===== src/rtl/adc_seq_pkg.sv =====
/*
 * Constants and types shared by the converter sequencing block: register
 * indices, field positions, reset values and codes, the phase type and timing.
 * Assumes a 32-bit APB bus with one register per aligned word.
 */
package adc_seq_pkg;

   // ------------------------------------------------------------------
   // register indices (byte address is four times the index)
   // ------------------------------------------------------------------
   localparam logic [5:0] IDX_CONTROL_ENABLE_MODE = 6'h00;
   localparam logic [5:0] IDX_ACCUMULATION_CONTROL = 6'h01;
   localparam logic [5:0] IDX_REFERENCE_CLOCK_CONTROL = 6'h02;
   localparam logic [5:0] IDX_DELAY_CONTROL = 6'h03;
   localparam logic [5:0] IDX_WINDOW_MODE_CONTROL = 6'h04;
   localparam logic [5:0] IDX_SAMPLE_LENGTH_CONTROL = 6'h05;
   localparam logic [5:0] IDX_INPUT_SELECT = 6'h06;
   localparam logic [5:0] IDX_CONVERSION_COMMAND = 6'h08;
   localparam logic [5:0] IDX_EVENT_INPUT_CONTROL = 6'h09;
   localparam logic [5:0] IDX_IRQ_ENABLE = 6'h0A;
   localparam logic [5:0] IDX_IRQ_FLAGS = 6'h0B;
   localparam logic [5:0] IDX_HALT_BEHAVIOUR_CONTROL = 6'h0C;
   localparam logic [5:0] IDX_WIDE_ACCESS_STAGING = 6'h0D;
   localparam logic [5:0] IDX_CONVERSION_RESULT = 6'h10;
   localparam logic [5:0] IDX_LOW_THRESHOLD = 6'h12;
   localparam logic [5:0] IDX_HIGH_THRESHOLD = 6'h14;
   localparam logic [5:0] IDX_CALIBRATION = 6'h16;

   // ------------------------------------------------------------------
   // field positions
   // ------------------------------------------------------------------
   localparam int ENABLE_BIT = 0;
   localparam int CONTINUOUS_MODE_BIT = 1;
   localparam int RESOLUTION_SELECT_BIT = 2;
   localparam int STANDBY_RUN_BIT = 7;
   localparam int CAPACITANCE_SELECT_BIT = 6;
   localparam int REFERENCE_SELECT_LSB = 4;
   localparam int DELAY_VARIATION_BIT = 4;
   localparam int STARTUP_DELAY_LSB = 5;
   localparam int RESULT_READY_BIT = 0;
   localparam int WINDOW_MATCH_BIT = 1;

   // ------------------------------------------------------------------
   // reset values and codes
   // ------------------------------------------------------------------
   localparam logic [7:0] CONTROL_RESET = 8'h00;
   localparam logic [1:0] REF_INTERNAL = 2'h0;
   localparam logic [2:0] WINDOW_NONE = 3'h0;
   localparam logic [2:0] WINDOW_BELOW = 3'h1;
   localparam logic [2:0] WINDOW_ABOVE = 3'h2;
   localparam logic [2:0] WINDOW_INSIDE = 3'h3;
   localparam logic [2:0] WINDOW_OUTSIDE = 3'h4;

   // ------------------------------------------------------------------
   // timing: sampling lasts this many converter clocks plus the length field
   // ------------------------------------------------------------------
   localparam logic [8:0] SAMPLE_BASE_CYCLES = 9'h002;

   typedef enum logic [2:0] {IDLE, INIT_WAIT, SAMPLING, CONVERTING, GAP_WAIT} phase_t;

endpackage : adc_seq_pkg


===== src/rtl/adc_sequencer_control.sv =====
/*
 * Control register bank and conversion sequencer around a 10-bit
 * successive-approximation core, reached over APB.
 * Assumes the analog core, power manager and event source run on the
 * same peripheral clock; core_done is a one-cycle pulse with data valid.
 */
// Decided for this implementation: the APB register port.
// Operation
// RULE1: standby_run bit 7 keeps the converter running during standby sleep
// RULE2: resolution bit clear keeps 10 bits, set keeps upper eight only
// RULE3: continuous mode starts on command, then each conversion follows at once
// RULE4: each completed continuous conversion sets the result-ready flag
// RULE5: accumulation codes 0 to 6 select 1 to 64 samples, 7 reserved
// RULE6: nonzero accumulation sums samples into result as one conversion
// RULE7: converter clock is peripheral clock divided by 2 to 256 by code
// RULE8: reference code selects internal, supply rail or external pin
// RULE9: capacitance bit 6 selects the reduced sampling capacitance
// RULE10: startup delay precedes first sample after enable or internal reference
// RULE11: startup code gives 0,16,32,64,128,256 converter clocks for codes 0-5
// RULE12: startup delay also applies when waking from deep sleep to measure
// RULE13: delay variation increments inter-sample delay after each sample, wrapping
// RULE14: wait inter-sample delay field converter clocks between samples
// RULE15: sampling capacitor stays open throughout every inter-sample delay
// RULE16: enable bit 0 switches converter on, reset leaves it off
// RULE17: start command reads one while converting, clears itself when done
// RULE18: flags clear by writing one or by reading result, zero does nothing
// RULE19: window mode selects none, below, above, inside or outside
// RULE20: each new result gives a result-ready event pulse of one clock
// RULE21: with enable clear, starts are ignored and sequencing stays idle
// RULE22: software must not program reserved accumulation, reference or delay codes
`timescale 1ns/1ns
`default_nettype none

module adc_sequencer_control
   import adc_seq_pkg::*;
(
   // clock and reset
   input wire logic clock,
   input wire logic resetn,
   // apb slave
   input wire logic psel,
   input wire logic penable,
   input wire logic pwrite,
   input wire logic [7:0] paddr,
   input wire logic [31:0] pwdata,
   output logic [31:0] prdata,
   output logic pready,
   output logic pslverr,
   // system state
   input wire logic standby_sleep,
   input wire logic cpu_halted,
   input wire logic deep_sleep_wake,
   input wire logic start_event,
   // analog core
   output logic analog_enable,
   output logic [1:0] reference_select,
   output logic capacitance_select,
   output logic [4:0] input_select,
   output logic sample_active,
   output logic convert_start,
   input wire logic core_done,
   input wire logic [9:0] core_data,
   // event system
   output logic result_ready_event,
   output logic [1:0] irq_request
);

   // ------------------------------------------------------------------
   // decode helpers
   // ------------------------------------------------------------------
   function automatic logic [6:0] samples_for(input logic [2:0] code);
      samples_for = 7'h01 << code; // [RULE5]
   endfunction : samples_for
   function automatic logic [7:0] divider_top(input logic [2:0] code);
      divider_top = 8'((9'h002 << code) - 9'h001); // [RULE7]
   endfunction : divider_top
   function automatic logic [8:0] startup_ticks(input logic [2:0] code);
      startup_ticks = (code == 3'h0) ? 9'h000 : 9'(9'h008 << code); // [RULE11]
   endfunction : startup_ticks
   function automatic logic window_hit(input logic [2:0] mode, input logic [15:0] v,
                                       input logic [15:0] lo, input logic [15:0] hi);
      case (mode) // [RULE19]
         WINDOW_BELOW: window_hit = v < lo;
         WINDOW_ABOVE: window_hit = v > hi;
         WINDOW_INSIDE: window_hit = (v > lo) && (v < hi);
         WINDOW_OUTSIDE: window_hit = (v < lo) || (v > hi);
         default: window_hit = 1'b0;
      endcase
   endfunction : window_hit
   function automatic logic [7:0] addr_of(input logic [5:0] idx);
      addr_of = {idx, 2'b00};
   endfunction : addr_of

   // ------------------------------------------------------------------
   // state
   // ------------------------------------------------------------------
   typedef struct packed {
      logic pready;
      logic pslverr;
      logic [31:0] prdata;
      logic [7:0] control_enable_mode;
      logic [2:0] accumulation_count;
      logic [7:0] reference_clock_control;
      logic [7:0] delay_control;
      logic [2:0] window_mode;
      logic [4:0] sample_length;
      logic [4:0] input_select;
      logic start_conversion_cmd;
      logic event_start_enable;
      logic [1:0] irq_enable;
      logic [1:0] flags;
      logic run_when_halted;
      logic [7:0] staging;
      logic [15:0] result;
      logic [15:0] low_threshold;
      logic [15:0] high_threshold;
      logic clock_duty_adjust;
      phase_t phase;
      logic [7:0] clock_divider_cnt;
      logic tick;
      logic [8:0] wait_cnt;
      logic [6:0] samples_left;
      logic [15:0] accum;
      logic init_pending;
      logic enable_prev;
      logic event_prev;
      logic analog_on;
      logic sample_active;
      logic convert_start;
      logic result_event;
      logic [1:0] irq_out;
   } state_t;

   state_t s, next_s;

   // standby and debug halt freeze the sequencer unless told to keep going
   logic run_now;
   assign run_now = s.control_enable_mode[ENABLE_BIT] && (!cpu_halted || s.run_when_halted)
                    && (!standby_sleep || s.control_enable_mode[STANDBY_RUN_BIT]); // [RULE1]

   // ------------------------------------------------------------------
   // next-state logic: bus, flags and sequencer in one pass
   // ------------------------------------------------------------------
   always_comb begin
      logic access, wr_go, rd_go, enabled, run;
      logic [1:0] flag_set, flag_clr;
      logic [15:0] sample_val, sum;
      access = 1'b0;
      wr_go = 1'b0;
      rd_go = 1'b0;
      enabled = 1'b0;
      run = 1'b0;
      flag_set = 2'b00;
      flag_clr = 2'b00;
      sample_val = 16'h0000;
      sum = 16'h0000;
      next_s = s;
      next_s.convert_start = 1'b0;
      next_s.result_event = 1'b0;

      enabled = s.control_enable_mode[ENABLE_BIT]; // [RULE16]
      run = run_now; // [RULE1]

      // converter clock as a tick train; held at zero while disabled
      if (!enabled || s.clock_divider_cnt >= divider_top(s.reference_clock_control[2:0])) begin
         next_s.clock_divider_cnt = 8'h00;
         next_s.tick = enabled; // [RULE7]
      end else begin
         next_s.clock_divider_cnt = s.clock_divider_cnt + 8'h01;
         next_s.tick = 1'b0;
      end

      // apb: answer one cycle into the access phase
      access = psel && penable;
      wr_go = access && s.pready && pwrite;
      rd_go = access && s.pready && !pwrite;
      next_s.pready = access && !s.pready;
      if (access && !s.pready) begin
         next_s.pslverr = 1'b0;
         case (paddr)
            addr_of(IDX_CONTROL_ENABLE_MODE): next_s.prdata = {24'h0, s.control_enable_mode};
            addr_of(IDX_ACCUMULATION_CONTROL): next_s.prdata = {29'h0, s.accumulation_count};
            addr_of(IDX_REFERENCE_CLOCK_CONTROL): next_s.prdata = {24'h0, s.reference_clock_control};
            addr_of(IDX_DELAY_CONTROL): next_s.prdata = {24'h0, s.delay_control};
            addr_of(IDX_WINDOW_MODE_CONTROL): next_s.prdata = {29'h0, s.window_mode};
            addr_of(IDX_SAMPLE_LENGTH_CONTROL): next_s.prdata = {27'h0, s.sample_length};
            addr_of(IDX_INPUT_SELECT): next_s.prdata = {27'h0, s.input_select};
            addr_of(IDX_CONVERSION_COMMAND): next_s.prdata = {31'h0, s.start_conversion_cmd};
            addr_of(IDX_EVENT_INPUT_CONTROL): next_s.prdata = {31'h0, s.event_start_enable};
            addr_of(IDX_IRQ_ENABLE): next_s.prdata = {30'h0, s.irq_enable};
            addr_of(IDX_IRQ_FLAGS): next_s.prdata = {30'h0, s.flags};
            addr_of(IDX_HALT_BEHAVIOUR_CONTROL): next_s.prdata = {31'h0, s.run_when_halted};
            addr_of(IDX_WIDE_ACCESS_STAGING): next_s.prdata = {24'h0, s.staging};
            addr_of(IDX_CONVERSION_RESULT): next_s.prdata = {16'h0, s.result};
            addr_of(IDX_LOW_THRESHOLD): next_s.prdata = {16'h0, s.low_threshold};
            addr_of(IDX_HIGH_THRESHOLD): next_s.prdata = {16'h0, s.high_threshold};
            addr_of(IDX_CALIBRATION): next_s.prdata = {31'h0, s.clock_duty_adjust};
            default: begin
               next_s.prdata = 32'h0000_0000;
               next_s.pslverr = 1'b1;
            end
         endcase
      end else begin
         next_s.pslverr = 1'b0;
      end

      // reading the result clears both flags
      if (rd_go && paddr == addr_of(IDX_CONVERSION_RESULT)) begin
         flag_clr = 2'b11; // [RULE18]
      end

      // register writes take effect at the completing edge only
      if (wr_go) begin
         case (paddr)
            addr_of(IDX_CONTROL_ENABLE_MODE): next_s.control_enable_mode = pwdata[7:0] & 8'h87;
            addr_of(IDX_ACCUMULATION_CONTROL): next_s.accumulation_count = pwdata[2:0];
            addr_of(IDX_REFERENCE_CLOCK_CONTROL): begin
               next_s.reference_clock_control = pwdata[7:0] & 8'h77; // [RULE8] [RULE9]
               // switching to the internal reference needs settling time again
               if (pwdata[5:4] == REF_INTERNAL &&
                   s.reference_clock_control[5:4] != REF_INTERNAL) begin
                  next_s.init_pending = 1'b1; // [RULE10]
               end
            end
            addr_of(IDX_DELAY_CONTROL): next_s.delay_control = pwdata[7:0];
            addr_of(IDX_WINDOW_MODE_CONTROL): next_s.window_mode = pwdata[2:0];
            addr_of(IDX_SAMPLE_LENGTH_CONTROL): next_s.sample_length = pwdata[4:0];
            addr_of(IDX_INPUT_SELECT): next_s.input_select = pwdata[4:0];
            addr_of(IDX_CONVERSION_COMMAND): begin
               // writing zero never aborts; starts while disabled are dropped
               if (pwdata[0] && enabled) begin
                  next_s.start_conversion_cmd = 1'b1; // [RULE3] [RULE21]
               end
            end
            addr_of(IDX_EVENT_INPUT_CONTROL): next_s.event_start_enable = pwdata[0];
            addr_of(IDX_IRQ_ENABLE): next_s.irq_enable = pwdata[1:0];
            addr_of(IDX_IRQ_FLAGS): flag_clr = pwdata[1:0]; // [RULE18]
            addr_of(IDX_HALT_BEHAVIOUR_CONTROL): next_s.run_when_halted = pwdata[0];
            addr_of(IDX_WIDE_ACCESS_STAGING): next_s.staging = pwdata[7:0];
            addr_of(IDX_LOW_THRESHOLD): next_s.low_threshold = pwdata[15:0];
            addr_of(IDX_HIGH_THRESHOLD): next_s.high_threshold = pwdata[15:0];
            addr_of(IDX_CALIBRATION): next_s.clock_duty_adjust = pwdata[0];
            default: ;
         endcase
      end

      // rising edge of the trigger line starts a conversion when allowed
      next_s.event_prev = start_event;
      if (start_event && !s.event_prev && s.event_start_enable && run) begin
         next_s.start_conversion_cmd = 1'b1;
      end

      // power-up of the converter and deep-sleep wake both need the delay
      next_s.enable_prev = enabled;
      if ((enabled && !s.enable_prev) || deep_sleep_wake) begin
         next_s.init_pending = 1'b1; // [RULE10] [RULE12]
      end

      // sequencer
      if (!enabled) begin
         next_s.phase = IDLE; // [RULE21]
         next_s.start_conversion_cmd = 1'b0;
         next_s.sample_active = 1'b0;
      end else if (run) begin
         case (s.phase)
            IDLE: begin
               if (s.start_conversion_cmd) begin
                  next_s.accum = 16'h0000;
                  next_s.samples_left = samples_for(s.accumulation_count); // [RULE6]
                  if (s.init_pending) begin
                     next_s.init_pending = 1'b0;
                     next_s.wait_cnt = startup_ticks(s.delay_control[7:5]); // [RULE10]
                     next_s.phase = INIT_WAIT;
                  end else begin
                     next_s.wait_cnt = SAMPLE_BASE_CYCLES + 9'(s.sample_length);
                     next_s.phase = SAMPLING;
                     next_s.sample_active = 1'b1;
                  end
               end
            end
            INIT_WAIT, GAP_WAIT: begin
               // capacitor stays open while any delay runs
               next_s.sample_active = 1'b0; // [RULE15]
               if (s.wait_cnt == 9'h000) begin
                  next_s.wait_cnt = SAMPLE_BASE_CYCLES + 9'(s.sample_length);
                  next_s.phase = SAMPLING;
                  next_s.sample_active = 1'b1;
               end else if (s.tick) begin
                  next_s.wait_cnt = s.wait_cnt - 9'h001; // [RULE11] [RULE14]
               end
            end
            SAMPLING: begin
               if (s.tick) begin
                  if (s.wait_cnt == 9'h001) begin
                     next_s.sample_active = 1'b0;
                     next_s.convert_start = 1'b1;
                     next_s.phase = CONVERTING;
                  end else begin
                     next_s.wait_cnt = s.wait_cnt - 9'h001;
                  end
               end
            end
            CONVERTING: begin
               if (core_done) begin
                  // truncation happens before the sum, as the result format needs
                  sample_val = s.control_enable_mode[RESOLUTION_SELECT_BIT] ? // [RULE2]
                               {8'h00, core_data[9:2]} : {6'h00, core_data};
                  sum = s.accum + sample_val; // [RULE6]
                  if (s.delay_control[DELAY_VARIATION_BIT]) begin
                     next_s.delay_control[3:0] = s.delay_control[3:0] + 4'h1; // [RULE13]
                  end
                  next_s.wait_cnt = {5'h00, s.delay_control[3:0]}; // [RULE14]
                  next_s.phase = GAP_WAIT;
                  if (s.samples_left == 7'h01) begin
                     next_s.result = sum;
                     next_s.result_event = 1'b1; // [RULE20]
                     flag_set[RESULT_READY_BIT] = 1'b1; // [RULE4]
                     flag_set[WINDOW_MATCH_BIT] = window_hit(s.window_mode, sum,
                                                             s.low_threshold, s.high_threshold);
                     next_s.accum = 16'h0000;
                     next_s.samples_left = samples_for(s.accumulation_count);
                     if (!s.control_enable_mode[CONTINUOUS_MODE_BIT]) begin
                        next_s.start_conversion_cmd = 1'b0; // [RULE17]
                        next_s.phase = IDLE;
                     end
                  end else begin
                     next_s.accum = sum;
                     next_s.samples_left = s.samples_left - 7'h01;
                  end
               end
            end
            default: next_s.phase = IDLE;
         endcase
      end

      // a hardware set in the same cycle as a clear wins
      next_s.flags = (s.flags & ~flag_clr) | flag_set; // [RULE18]
      next_s.irq_out = next_s.flags & next_s.irq_enable; // registered, no glitch on the pin
      next_s.analog_on = run;
   end

   // ------------------------------------------------------------------
   // state register
   // ------------------------------------------------------------------
   always_ff @(posedge clock or negedge resetn) begin
      if (!resetn) begin
         s <= '0;
      end else begin
         s <= next_s;
      end
   end

   // outputs straight from the state register
   assign prdata = s.prdata;
   assign pready = s.pready;
   assign pslverr = s.pslverr;
   assign analog_enable = s.analog_on;
   assign reference_select = s.reference_clock_control[5:4]; // [RULE8]
   assign capacitance_select = s.reference_clock_control[CAPACITANCE_SELECT_BIT]; // [RULE9]
   assign input_select = s.input_select;
   assign sample_active = s.sample_active;
   assign convert_start = s.convert_start;
   assign result_ready_event = s.result_event;
   assign irq_request = s.irq_out;
endmodule : adc_sequencer_control

`default_nettype wire


===== config.mk =====
export PLATFORM = sky130hd
export DESIGN_NAME = adc_sequencer_control
export DESIGN_NICKNAME = d
export VERILOG_FILES = /design/src/rtl/adc_seq_pkg.sv /design/src/rtl/adc_sequencer_control.sv
export SDC_FILE = /design/constraint.sdc
export NUM_CORES = 1
export LEC_CHECK = 0
export BUFFER_PORTS_ARGS = -buffer_cell sky130_fd_sc_hd__buf_2
export CAP_MARGIN = 20
export CORE_MARGIN = 10
export CORE_UTILIZATION = 60
export DETAILED_ROUTE_END_ITERATION = 8
export PLACE_DENSITY_LB_ADDON = 0.08
export SETUP_SLACK_MARGIN = 0.15
export SYNTH_ARGS = -nofsm -noshare
export SYNTH_HDL_FRONTEND = slang
export SYNTH_SLANG_ARGS = --single-unit

===== constraint.sdc =====
create_clock -name clock -period 5.4 [get_ports clock]
set_clock_uncertainty 0.05 [all_clocks]
set_input_delay 0.54 -clock clock [delete_from_list [all_inputs] [get_ports clock]]
set_output_delay 0.54 -clock clock [all_outputs]
set_load 0.01 [all_outputs]

==> flow_summary.yaml <==
power_and_ir_drop:
  combPwrFrac: 0.062
  internal_power_uw: 1970
  power_per_cell_area_mw_per_mm2: 236
  ir_drop_v: 0.000209
  pwr-share-seq: 0.487
  switchingPower_uw: 667
  swShare: 0.253
  power_leakage_uw: 0.00515
  clock_power_share: 0.451
timing:
  timing.slew.headroom: 0.340
  rsz0062_at_grt: "no"
  fin_crit_ns: 5.00
  max_freq_mhz: 200
  worstMarginPinSlew_ns: 0.987
  period_share: 0.925
  hold_viol: 0
  fin_tns_setup_ns: 0
  drv_slew: 0
  setup_viol: 0
die:
  chipHeight_um: 152
  placeableCoreArea_mm2: 0.0171
  placementRows: 48
  ios: 108
  die_w_um: 152
  start_util: 0.608
  die_area_mm2: 0.0230
worst_setup_path:
  critPathSlowestCell: "or4_1"
  start_kind: "flop"
  ff2ff_setup_slack_ns: 0.40
  critPathMaxStageDelay_ns: 0.53
  crit_path_end_kind: "flop"
  rr_startpoint: "s[151]$_DFFE_PN0P_"
  critPathRequiredTime_ns: 5.72
  ff2ff_path_depth: 16
  crit_arrival_ns: 5.32
  worstSetupEndpoint: "irq_request[1]$_DFF_PN0_"
  crit_type: "flop to flop"
  r2r-end: "irq_request[1]$_DFF_PN0_"
  crit_start: "s[151]$_DFFE_PN0P_"
  worst-path-max-fanout: 9
  crit_chain: "buf_4, mux2_2, ha_1, nor2b_1, o21ai_0, a21bo_2, a21oi_1, o2111ai_1, xnor2_2, ha_1, nand4_1, a2111oi_1, nor4b_1, or4_1, o311ai_1, and2_1"
  crit_top_cell: "ha_1"
global_route:
  grt_pass1_vias: 7951
  track_usage: 0.238
  grt_overflow: 0
  grt_pass1_wl_mm: 43.3
  grt_start_max_net_pins: 68
  antenna_found_initial: 0
cts:
  numClockSinks: 169
  cts_tree: "done"
  clk_pin_slew_ns: 0.07
  clkLatencyLatePin_ns: 0.43
  htreeDepth: 4
  root_buffer: "clkbuf_16"
  cts_setup_buffers: 0
  clock_path_buffers: 2
  cts_buffers: 17
route:
  vias: 8172
  drcViolationCount: 0
  drtAntennaViolNets: 0
  wl_mm: 26.8
  wl_per_cell_um: 20.0
  drt_iter0_markers: 628
  firstDrtPassIters: 5
  viasPerCell: 6.09
run:
  drv_cap: 0
synthesis:
  synth.avg_cell_area_um2: 9.64
  synth.yosys.seq_area_share: 0.407
  ys.flop_type: "dfrtp_1"
  yosys_register_bits: 169
  syn_inst: 1079
  synthArstFlopShare: 1.00
  yosysUniqueCellTypes: 79
  synth-edff-count: 0
  ys_warn_count: 0
  synth_area_mm2: 0.0104
layout:
  synthToLayoutAreaGrowth_pct: 7.42
  drive_gt1_frac: 0.205
  fillers: 1465
  fin_nets: 1222
  fin_util: 0.653
  final_common_cell: "dfrtp_1"
  layout_common_cells: "dfrtp_1, nand2_1, mux2_2, buf_2, nor2_1"
  antenna_cells: 0
min_path:
  worstHoldPathType: "input pin to asynchronous set/reset pin"
placed_design:
  place.gp.congestion: 0.916
  port_buffers: 75
  hpwl_mm: 19.7
outcome:
  status: "finished, final reports clean"
## cell families (layout without fill, tap and decap cells)
kind of cell	count (synthesis)	in the layout	synth area share
buffers and inverters	149	172	0.0754
DFF	169	169	0.407
adders and majority gates	58	58	0.0705
xor gates and xnor gates	30	30	0.0253
AOI/OAI and AO/OA	237	237	0.150
and+or+nand+nor	325	325	0.153
other	1	16	0.000360
muxes	110	110	0.118
## Yosys cell counts (23+ instances only)
cell / number / area share
a21oi_1: 54 / 0.026
buf_4: 41 / 0.030
clkbuf_1: 30 / 0.011
dfrtp_1: 169 / 0.41
ha_1: 57 / 0.069
inv_1: 59 / 0.021
mux2_2: 95 / 0.10
nand2_1: 107 / 0.039
nand3_1: 36 / 0.017
nor2_1: 71 / 0.026
nor3_1: 26 / 0.013
o21ai_0: 59 / 0.028
xnor2_1: 23 / 0.019
## how the worst min path moves through the flow
stage | to | slack (ns) | cells past startpoint
after floorplan | analog_enable$_DFF_PN0_ | 0.19 | 0
after global placement | s[95]$_DFFE_PN0P_ | 0.41 | 2
after detailed placement | prdata[15]$_DFFE_PN0P_ | 0.41 | 2
after CTS | s[45]$_DFF_PN0_ | 0.07 | 1
after global routing | s[45]$_DFF_PN0_ | 0.08 | 1
final | s[46]$_DFF_PN0_ | 0.04 | 1
## flip-flops by register name (all words and copies together), names as in the netlist
register,count
s,136
prdata,16
input_select,5
irq_request,2
reference_select,2
analog_enable,1
capacitance_select,1
convert_start,1
next_s,1
pready,1
pslverr,1
result_ready_event,1
sample_active,1
## layout make-up
type | instances | area, um^2 | share of cell area
Clock inverter | 15 | 140 | 0.0125
Timing Repair Buffer | 80 | 419 | 0.0375
Inverter | 60 | 225 | 0.0202
Sequential cell | 169 | 4230 | 0.378
Clock buffer | 17 | 425 | 0.0381
Multi-Input combinational cell | 776 | 5450 | 0.488
Tap cell | 225 | 282 | 0.0252
## what timing repair did
item                                    4_1_cts  5_1_grt
resized for setup                             0        3
hold buffers                                  0        0
endpoints found under the setup margin        0        1
endpoints found under the hold margin         0        0
## worst max-delay path: cells and delay by family, from the launching register on
kind / cells / cell delay (ns)
compound gates: 6 / 1.72
buf+inv: 1 / 0.23
simple gates: 5 / 1.19
xor+xnor: 1 / 0.23
fa+ha+maj: 2 / 0.68
flops: 1 / 0.48
mux: 1 / 0.35
## power groups by stage
stage | Sequential [uW] | Combinational [uW] | Clock (uW)
after floorplan | 1310 | 98.1 | 0
after global placement | 1310 | 160 | 0
after detailed placement | 1310 | 162 | 0
after CTS | 1280 | 163 | 1200
after global routing | 1280 | 182 | 1250
final | 1280 | 162 | 1190
## metrics by stage
stage	hold slack (ns)	instance area, um^2	instances	setup WS, ns	total power (uW)
after CTS	0.0735	11200	1342	0.489	2650
after global placement	0.408	10600	1310	0.640	1470
after detailed placement	0.415	10600	1310	0.488	1470
final	0.0367	11200	1342	0.404	2640
after floorplan	0.194	10500	1094	1.08	1400
after global routing	0.0842	11200	1342	0.153	2720
## per-layer routing
| metal | share of wire | global-route usage | vias up |
|---|---|---|---|
| met2 | 0.45 | 0.361 | 251 |
| met4 | 0.028 | 0.0858 | 0 |
| met1 | 0.45 | 0.329 | 3986 |
| met5 | 0 | 0 | - |
| met3 | 0.072 | 0.0496 | 45 |
| li1 | - | - | 3890 |
(Power assumes the default switching activity.)
